File: src/rtl/sbc_pkg.sv
/*
 Shared definitions for the status byte and common command block:
 command codes, controller states, status byte layout and carriers.
 Assumes a command parser on the same clock that delivers decoded commands.
*/
`default_nettype none

package sbc_pkg;

    localparam int unsigned SET_W     = 32;   // Width of one saved instrument state
    localparam int unsigned SLOTS     = 4;    // Nonvolatile state slots
    localparam int unsigned SLOT_W    = 2;

    // Status byte bit positions
    localparam int unsigned BIT_OPSUM = 7;
    localparam int unsigned BIT_MSS   = 6;
    localparam int unsigned BIT_ESB   = 5;
    localparam int unsigned BIT_MAV   = 4;
    localparam int unsigned BIT_QSUM  = 3;

    localparam logic [7:0] BYTE_ZERO  = 8'h00;
    localparam logic [7:0] RESP_PASS  = 8'h00;
    localparam logic [7:0] RESP_FAIL  = 8'h01;
    localparam logic [7:0] SLOT_LIMIT = 8'h03;
    localparam logic [1:0] SLOT_ZERO  = 2'h0;
    // Summary bits that may feed the master summary (bit 6 excluded)
    localparam logic [7:0] SUM_MASK   = 8'hB8;

    typedef logic [SET_W-1:0] settings_t;

    typedef enum logic [2:0]
    {
        CMD_SAV     = 3'h0,
        CMD_MASK_SET = 3'h1,
        CMD_MASK_QRY = 3'h2,
        CMD_STAT_QRY = 3'h3,
        CMD_TRG     = 3'h4,
        CMD_TST     = 3'h5,
        CMD_WAI     = 3'h6,
        CMD_CLS     = 3'h7
    } cmd_t;

    typedef enum logic [1:0]
    {
        ST_IDLE = 2'h0,
        ST_WAIT = 2'h1,
        ST_TEST = 2'h2
    } state_t;

    // Summary levels from the event register groups; each drops when its
    // event register is read, which happens outside this block.
    typedef struct packed
    {
        logic operation_summary;
        logic event_summary;
        logic questionable_summary;
    } summary_t;

    typedef struct packed
    {
        logic       valid;
        logic [7:0] data;
    } resp_t;

endpackage : sbc_pkg

`default_nettype wire

File: src/rtl/status_byte_common_commands.sv
/*
 Status byte, service request and common command handling: state save and
 power-on recall, request mask, status query, serial poll, bus trigger,
 self-test query and wait-for-pending.
 Assumes every input comes from logic on clk_i (command parser, bus
 interface, event registers, output queue), so none is synchronised.
*/

// What this block does
// - Save settings into one of four slots
// - Power-on restores slot zero when selected
// - Request mask loads 0-255, query returns it
// - OR of masked status bits sets bit 6
// - Serial poll clears request bit, keeps summary
// - Mask zero never raises a service request
// - Status query returns byte without clearing it
// - Summary bits clear only via event reads
// - Message bit clears at reset, clear, empty
// - Fixed status byte bit layout, low zeros
// - Serial poll byte carries request bit six
// - Bus trigger fires only with bus source
// - Self-test answers 0 or 1, logs failures
// - Wait stalls commands until pending ops done
// - Only device clear aborts a stalled wait
// - Pending includes overlapped and trigger actions
// - Power-on clears or restores the masks
`default_nettype none

module status_byte_common_commands
    import sbc_pkg::*;
(
    input  wire logic              clk_i,                // 200 MHz system clock
    input  wire logic              resetn_i,             // Power-on reset, low
    input  wire logic              cmd_valid_i,          // Command offered
    input  wire sbc_pkg::cmd_t     cmd_code_i,           // Decoded command
    input  wire logic [7:0]        cmd_param_i,          // Numeric parameter
    output logic                   cmd_ready_o,          // Command accepted
    input  wire sbc_pkg::settings_t settings_i,          // Present instrument state
    input  wire logic              power_on_state_select_i, // 1: recall_slot_zero
    input  wire logic              psc_i,                // 1: clear masks at power-on
    output logic                   restore_valid_o,      // Restore pulse
    output sbc_pkg::settings_t     restore_data_o,       // State to restore
    output logic                   mask_clear_o,         // Clear event enable mask
    input  wire sbc_pkg::summary_t summary_i,            // Summary levels
    input  wire logic              oq_has_data_i,        // Output queue not empty
    input  wire logic              spoll_i,              // Serial poll pulse
    input  wire logic              dcl_i,                // Device clear pulse
    input  wire logic              get_i,                // Group execute trigger
    input  wire logic              trig_source_bus_i,    // Trigger source is bus
    input  wire logic              pending_busy_i,       // Overlapped or trigger work
    input  wire logic              selftest_err_valid_i, // Self-test failure pulse
    input  wire logic [7:0]        selftest_err_code_i,  // Failure code
    input  wire logic              selftest_done_i,      // Self-test finished
    output logic                   selftest_start_o,     // Start self-test pulse
    output logic                   err_push_o,           // Error queue push
    output logic [7:0]             err_code_o,           // Error queue code
    output logic                   spoll_valid_o,        // Serial poll answer
    output logic [7:0]             spoll_data_o,         // Serial poll byte
    output sbc_pkg::resp_t         resp_o,               // Query answer
    output logic [7:0]             status_o,             // Status byte, query view
    output logic [7:0]             mask_o,               // Request mask
    output logic                   srq_o,                // Service request
    output logic                   trigger_o             // Trigger pulse
);
    import sbc_pkg::*;

    // Nonvolatile storage; deliberately not reset so it survives power-on
    settings_t  slot_mem [SLOTS];
    logic [7:0] mask_nv;

    state_t     state;
    state_t     next_state;
    logic       pon;
    logic       mss;
    logic       mav;
    logic       rqs;
    logic       test_fail;
    logic [7:0] mask;
    logic [7:0] status_byte;

    function automatic logic is_cmd(input logic v, input cmd_t c, input cmd_t want);
        is_cmd = v && (c == want);
    endfunction : is_cmd

    wire logic       take      = cmd_valid_i && cmd_ready_o;
    wire logic       take_sav  = is_cmd(take, cmd_code_i, CMD_SAV);
    wire logic       take_mask = is_cmd(take, cmd_code_i, CMD_MASK_SET);
    wire logic       take_mskq = is_cmd(take, cmd_code_i, CMD_MASK_QRY);
    wire logic       take_stq  = is_cmd(take, cmd_code_i, CMD_STAT_QRY);
    wire logic       take_trg  = is_cmd(take, cmd_code_i, CMD_TRG);
    wire logic       take_tst  = is_cmd(take, cmd_code_i, CMD_TST);
    wire logic       take_wai  = is_cmd(take, cmd_code_i, CMD_WAI);
    wire logic       take_cls  = is_cmd(take, cmd_code_i, CMD_CLS);
    wire logic       slot_ok   = cmd_param_i <= SLOT_LIMIT;
    wire logic [1:0] slot_sel  = cmd_param_i[SLOT_W-1:0];

    // Mask applied from the next edge on
    wire logic [7:0] pon_mask  = psc_i ? BYTE_ZERO : mask_nv;
    wire logic [7:0] next_mask = pon ? pon_mask : (take_mask ? cmd_param_i : mask);

    // Message bit follows the queue and drops on a clear command
    wire logic       next_mav  = oq_has_data_i && !take_cls;

    // Summary bits are passed straight through; their owners clear them
    wire logic [7:0] raw_stat  = {summary_i.operation_summary, 1'h0,
                                  summary_i.event_summary, next_mav,
                                  summary_i.questionable_summary, 3'h0};
    wire logic       next_mss  = |(raw_stat & next_mask & SUM_MASK);
    wire logic [7:0] next_stat = {raw_stat[7], next_mss, raw_stat[5:0]};

    // A new request only on a rising summary; a fresh rise beats a poll clear
    wire logic       rqs_set   = next_mss && !mss;
    wire logic       next_rqs  = rqs_set || (rqs && !spoll_i);

    wire logic       wait_done = !pending_busy_i;
    wire logic       trig_fire = (take_trg || get_i) && trig_source_bus_i;

    always_comb
    begin
        next_state = state;
        case (state)
            ST_IDLE:
            begin
                if (take_wai)
                    next_state = ST_WAIT;
                else if (take_tst)
                    next_state = ST_TEST;
            end
            ST_WAIT:
            begin
                if (dcl_i || wait_done)
                    next_state = ST_IDLE;
            end
            ST_TEST:
            begin
                if (selftest_done_i)
                    next_state = ST_IDLE;
            end
            default:
                next_state = ST_IDLE;
        endcase
    end

    always_ff @(posedge clk_i or negedge resetn_i)
    begin
        if (!resetn_i)
        begin
            state <= ST_IDLE;
            pon   <= 1'h1;
        end
        else
        begin
            state <= next_state;
            pon   <= 1'h0;
        end
    end

    // Command intake stalls outside idle and during the power-on cycle
    always_ff @(posedge clk_i or negedge resetn_i)
    begin
        if (!resetn_i)
            cmd_ready_o <= 1'h0;
        else
            cmd_ready_o <= (next_state == ST_IDLE);
    end

    always_ff @(posedge clk_i)
    begin
        if (take_sav && slot_ok)
            slot_mem[slot_sel] <= settings_i;
    end

    always_ff @(posedge clk_i)
    begin
        if (take_mask)
            mask_nv <= cmd_param_i;
    end

    always_ff @(posedge clk_i or negedge resetn_i)
    begin
        if (!resetn_i)
        begin
            restore_valid_o <= 1'h0;
            restore_data_o  <= '0;
            mask_clear_o    <= 1'h0;
        end
        else
        begin
            restore_valid_o <= pon && power_on_state_select_i;
            restore_data_o  <= slot_mem[SLOT_ZERO];
            mask_clear_o    <= pon && psc_i;
        end
    end

    always_ff @(posedge clk_i or negedge resetn_i)
    begin
        if (!resetn_i)
        begin
            mask        <= BYTE_ZERO;
            mav         <= 1'h0;
            mss         <= 1'h0;
            rqs         <= 1'h0;
            status_byte <= BYTE_ZERO;
        end
        else
        begin
            mask        <= next_mask;
            mav         <= next_mav;
            mss         <= next_mss;
            rqs         <= next_rqs;
            status_byte <= next_stat;
        end
    end

    assign status_o = status_byte;
    assign mask_o   = mask;
    assign srq_o = rqs;

    // Poll answer uses the request bit as it stood when the poll came in
    always_ff @(posedge clk_i or negedge resetn_i)
    begin
        if (!resetn_i)
        begin
            spoll_valid_o <= 1'h0;
            spoll_data_o  <= BYTE_ZERO;
        end
        else
        begin
            spoll_valid_o <= spoll_i;
            spoll_data_o  <= {status_byte[BIT_OPSUM], rqs, status_byte[BIT_ESB:0]};
        end
    end

    // Queries; status read leaves every bit untouched
    always_ff @(posedge clk_i or negedge resetn_i)
    begin
        if (!resetn_i)
            resp_o <= '0;
        else if (take_mskq)
            resp_o <= '{valid: 1'h1, data: mask};
        else if (take_stq)
            resp_o <= '{valid: 1'h1, data: status_byte};
        else if (state == ST_TEST && selftest_done_i)
            resp_o <= '{valid: 1'h1,
                        data: (test_fail || selftest_err_valid_i) ? RESP_FAIL : RESP_PASS};
        else
            resp_o <= '0;
    end

    always_ff @(posedge clk_i or negedge resetn_i)
    begin
        if (!resetn_i)
        begin
            selftest_start_o <= 1'h0;
            test_fail        <= 1'h0;
            err_push_o       <= 1'h0;
            err_code_o       <= BYTE_ZERO;
            trigger_o        <= 1'h0;
        end
        else
        begin
            selftest_start_o <= take_tst;
            test_fail        <= take_tst ? 1'h0 : (test_fail || selftest_err_valid_i);
            err_push_o       <= (state == ST_TEST) && selftest_err_valid_i;
            err_code_o       <= selftest_err_code_i;
            trigger_o        <= trig_fire;
        end
    end
endmodule : status_byte_common_commands

`default_nettype wire

File: config.mk
export PLATFORM = sky130hd
export DESIGN_NAME = status_byte_common_commands
export DESIGN_NICKNAME = d
export VERILOG_FILES = /design/src/rtl/sbc_pkg.sv /design/src/rtl/status_byte_common_commands.sv
export SDC_FILE = /design/constraint.sdc
export NUM_CORES = 1
export LEC_CHECK = 0
export ABC_CLOCK_PERIOD_IN_PS = 2600
export BUFFER_PORTS_ARGS = -buffer_cell sky130_fd_sc_hd__buf_2
export CORE_MARGIN = 3
export CORE_UTILIZATION = 48
export CTS_BUF_LIST = sky130_fd_sc_hd__clkbuf_16
export DETAILED_ROUTE_END_ITERATION = 6
export PLACE_DENSITY = 0.88
export SYNTH_ARGS = -nofsm -noshare
export SYNTH_HDL_FRONTEND = slang
export SYNTH_SLANG_ARGS = --single-unit
File: constraint.sdc
create_clock -name clk_i -period 2.6 [get_ports clk_i]
set_input_delay 0.52 -clock clk_i [delete_from_list [all_inputs] [get_ports clk_i]]
set_output_delay 0.52 -clock clk_i [all_outputs]
set_load 0.02 [all_outputs]
* Word level (Yosys, flattened, before mapping)
Memories as Yosys holds them, arrays and structs flattened. A register that Yosys moved wholly into a read port is not among the register bits. Index checks and enable logic that the tools add are counted. Widths: inputs -> output; s select.
Word-level totals: memory bits (writable) 128, word-level logic and storage cells 77, memories 1, flip-flop bits (word level) 56
Cells by class: bitwise operators 1, reductions and logical operators 31, $lt $le $gt $ge 1, multiplexer cells 15, equal/unequal tests 9
Memory list:
- slot_mem | words 4, width 32, rd ports 1, clocked after memory_dff 1, write ports 1, line status_byte_common_commands.sv:68 | settings_t slot_mem [SLOTS];
Operators by type and width (count):
- $mux 9 | 3
- $mux 8 | 3
- $logic_and 1x1->1 | 18
- $eq 3x3->1 const B | 4
- $and 8x8->8 | 1
- $le 8x2->1 const B | 1
- $mux 2 | 4
- $eq 3x2->1 const B | 2
- $pmux 2 s3 | 1
- $logic_not 1->1 | 5
- $logic_not 2->1 | 2
- $logic_or 1x1->1 | 4
- $mux 1 | 4
- $reduce_or 4->1 | 1
- $eq 3x1->1 const B | 1
- $logic_not 3->1 | 1
- $eq 2x1->1 const B | 1
- $eq 2x2->1 const B | 1

* Longest topological paths before layout
depth in word-level cells 8, gate-level depth with buffers 6, mapped depth without buffers 5

* Worst setup path after synthesis
No wires, ideal clock.
path type input to register, start input cmd_code_i[0], end memory slot_mem[0][0] in the netlist's numbering (enable), arrival 1.770 ns, path buffers 1, data required time 2.209 ns, stages 3, library setup time 0.391 ns, path slack 0.439 ns, cell sequence buf_1 > nor2_1 > and4_1
On the way: word-level cells in the longest chain between the ends 5
RTL lines:
- from (decl) | line status_byte_common_commands.sv:35 | input wire sbc_pkg::cmd_t cmd_code_i,
- $logic_not 3->1 | line status_byte_common_commands.sv:82 | is_cmd = v && (c == want);
- $logic_and 1x1->1 | line status_byte_common_commands.sv:82
- $logic_and 1x1->1 | line status_byte_common_commands.sv:169 | if (take_sav && slot_ok)
- $mux 1 | line status_byte_common_commands.sv:169
- $mux 1 (not written as such) | line status_byte_common_commands.sv:170 | slot_mem[slot_sel] <= settings_i;
- to (decl) | line status_byte_common_commands.sv:68
Every way passes these cells.

* Worst setup path in the final report
start register pon, end register rqs (netlist: srq_o)
On the way: word-level cells in the longest chain between the ends 5
RTL lines:
- from (decl) | line status_byte_common_commands.sv:73 | logic pon;
- from (signal assigned) | line status_byte_common_commands.sv:149 | pon <= 1'h1;
- from (signal assigned) | line status_byte_common_commands.sv:154 | pon <= 1'h0;
- $mux 8 | line status_byte_common_commands.sv:99 | wire logic [7:0] next_mask = pon ? pon_mask : (take_mask ? cmd_param_i : mask);
- $and 8x8->8 | line status_byte_common_commands.sv:108 | wire logic next_mss = |(raw_stat & next_mask & SUM_MASK);
- $reduce_or 4->1 | line status_byte_common_commands.sv:108
- named net next_mss | line status_byte_common_commands.sv:108
- $logic_and 1x1->1 | line status_byte_common_commands.sv:112 | wire logic rqs_set = next_mss && !mss;
- $logic_or 1x1->1 | line status_byte_common_commands.sv:113 | wire logic next_rqs = rqs_set || (rqs && !spoll_i);
- named net next_rqs | line status_byte_common_commands.sv:113
- to (signal assigned) | line status_byte_common_commands.sv:210 | rqs <= next_rqs;
- to (decl) | line status_byte_common_commands.sv:76 | logic rqs;
The timed path passes the listed nets, and every way through them passes these cells. A chain may end at the register's enable or synchronous reset.

==> impl_metrics.ini <==
[cells_and_area]
antennaDiodeCount = 0
final_util_pct = 68.9
post_route_cells_drive_above_1_share_pct = 44.4
postLayoutCellArea_um2 = 5160
fin_nets = 446
stdcell_count = 491
nFillCells = 530
syn_to_final_growth_pct = 35.4

[logic_synthesis]
syn_area_um2 = 3810
synth_warnings = 0
syn_avg_cell_area_um2 = 17.2
yosysSeqAreaShare_pct = 83.5
synth_top_area_share_pct = 51.2
synthTopCellsByArea = dfrtp_1 51%, edfxtp_1 32%, mux2i_1 2.6%
yosys.area.top_type = dfrtp_1
synth.distinct_cells = 30
netlist_instances = 222
ys_seq_elements = 119

[critical_path]
r2r_slack_ns = 0.88
max_stage_delay_ns = 0.66
crit_type = reg -> reg
critPathArrivalTime_ns = 2.06
crit_fanout = 16
required_ns = 2.94
startpoint_type = flop
critPathSlowestCell = dfstp_2
crit_path_start = pon
end_kind = flop
rr_worst_depth = 5
regToRegEndpoint = srq_o
crit_buf_inv = 0
r2r_start = pon
cp.depth = 5
endpoint = srq_o
crit_family = simple AND/OR/NAND/NOR gates
path_cells = nor2b_1, and2_1, o31ai_1, nand4_1, a22o_1

[drt]
drc = 0
dr.pass1.iters = 4
vias_per_cell = 4.77
wire_per_inst_um = 15.8
drtAntennaViolNets = 0
drt_iter0_drc = 80
vias = 2341
routed_wl_mm = 7.76

[clocking]
ctsHoldBuffers = 0
cts_tree = built
numCtsBuffers = 17
htree_levels = 4
clk_pin_slew_ns = 0.06
ctsRootBufferMaster = clkbuf_16
cts-resized-gates = 0
cts_max_path_buffers = 2
clk_latency_ns = 0.39
cts_setup_buffers = 0
clkSinkCount = 119

[sta]
fin_ws_ns = 0.877
rsz0062_at_grt = no
final.period_utilization_pct = 66.3
setup_violations = 0
finClkSkew_ns = 0.00903
maxSlewViolCount = 0
fin_hold_ws_ns = 0.236
finalCriticalPeriod_ns = 1.72
final-hold-violation-count = 0
slew_headroom_pct = 36.2
timing.fmax_mhz = 580
setup-tns-final_ns = 0
worstMarginPinSlew_ns = 0.957

[pwr]
powerDensity_nw_per_um2 = 853
total_power_mw = 4.40
p_leak_nw = 2.45
irDropWorstVdd_v = 0.000596

[grt]
grt_use_total_pct = 18.1
antenna_found_initial = 0
grt_pass1_wl_mm = 11.9
grt_max_degree = 80
grt_pass1_vias = 2382
gr-total-overflow = 0

[floorplanning]
ios = 148
core_area_um2 = 7490
rows = 31
die_h_um = 95.1
fp.dieW_um = 95.1
initial_core_util_pct = 50.9
dieArea_um2 = 9040

[placement]
gp_congestion = 0.772
hpwl_mm = 5.69
placedInstanceArea_um2 = 4600
place_inst = 459
port-buffer-count = 141
place_worst_setup_slack_ns = 0.553

[run_status]
status = finished, final reports clean

[job]
cap_violations = 0

[min_path]
min_from = selftest_err_code_i[0]
hold_class = in -> reg
## worst register-to-register path, cell delays in order (launching register included)
cell and delay [ns]:
dfstp_2 0.66, nor2b_1 0.41, and2_1 0.22, o31ai_1 0.08, nand4_1 0.15, a22o_1 0.13
## logic make-up (layout without fill, tap and decap cells)
family	after synthesis	count (layout)	share of synthesized area (%)
multiplexers	10	10	2.63
other	1	7	0.0985
AND/OR/NAND/NOR	57	57	8.57
AO/OA/AOI/OAI	17	17	2.63
buffers and inverters	18	182	2.60
flip-flops	119	119	83.5
## sequential cells by signal, summed over array words and instances (netlist names), 2 cells and up
name	count
restore_data_o	32
err_code_o	8
state	2
spoll_data_o	5
mask_nv	8
mask_o	8
slot_mem	32
resp_o	9
status_o	5
## routing by layer
metal  wire length, µm  global-route usage (%)
met3               438                    4.97
met2              4280                    31.8
met5                 0                       0
met4                85                    7.09
met1              2960                    20.9
## how the worst min path moves through the flow
stage / end / cells after the start
detailed placement: restore_data_o[15] / 0
global route: err_code_o[5] / 1
floorplan: cmd_ready_o / 0
global placement: restore_data_o[7] / 0
finish: err_code_o[0] / 1
CTS: err_code_o[7] / 1
## area by class of cell
class | instances | area [µm²] | share of cell area [%]
clock buffers | 17 | 425 | 8.25
clock inverters | 15 | 129 | 2.50
inverters | 8 | 30.0 | 0.582
multi-input cells | 91 | 553 | 10.7
flip-flops and latches | 119 | 3180 | 61.7
well taps | 99 | 124 | 2.40
repair buffers | 142 | 716 | 13.9
## power by group
part	switching, mW	total, mW	internal, mW
Clock	0.812	2.13	1.32
Combinational	0.160	0.253	0.0934
Sequential	0.0269	2.02	1.99
Total	0.999	4.40	3.40
## cells in the mapped netlist
cell / instances
buf_2: 1
a31oi_1: 1
nor2b_1: 2
a22o_1: 1
inv_1: 8
nand3b_1: 4
nand2_1: 6
and3_1: 1
and2b_1: 1
o31ai_1: 4
a21oi_1: 6
and3b_1: 2
dfstp_2: 1
nand2b_1: 6
mux2i_1: 10
buf_1: 1
and2_1: 7
buf_4: 8
nor3b_1: 2
or3_1: 4
nand4_1: 1
conb_1: 1
edfxtp_1: 40
nand3_1: 1
nor4_1: 6
nor2_1: 12
nor2_2: 1
and4_1: 1
dfrtp_1: 78
o21ai_0: 5
## cells in the final DEF (no fill, tap or decap), drive strengths merged, types with 4 or more instances in the layout
cell and count:
nand2 6, nor4 6, inv 13, nand2b 6, nand3b 4, o21ai 5
mux2i 10, a21oi 6, buf 142, clkbuf 17, edfxtp 40, conb 7
o31ai 4, clkinv 7, or3 4, and2 7, dfrtp 78, nor2 13
No activity file was read; power rests on OpenSTA's default activity.
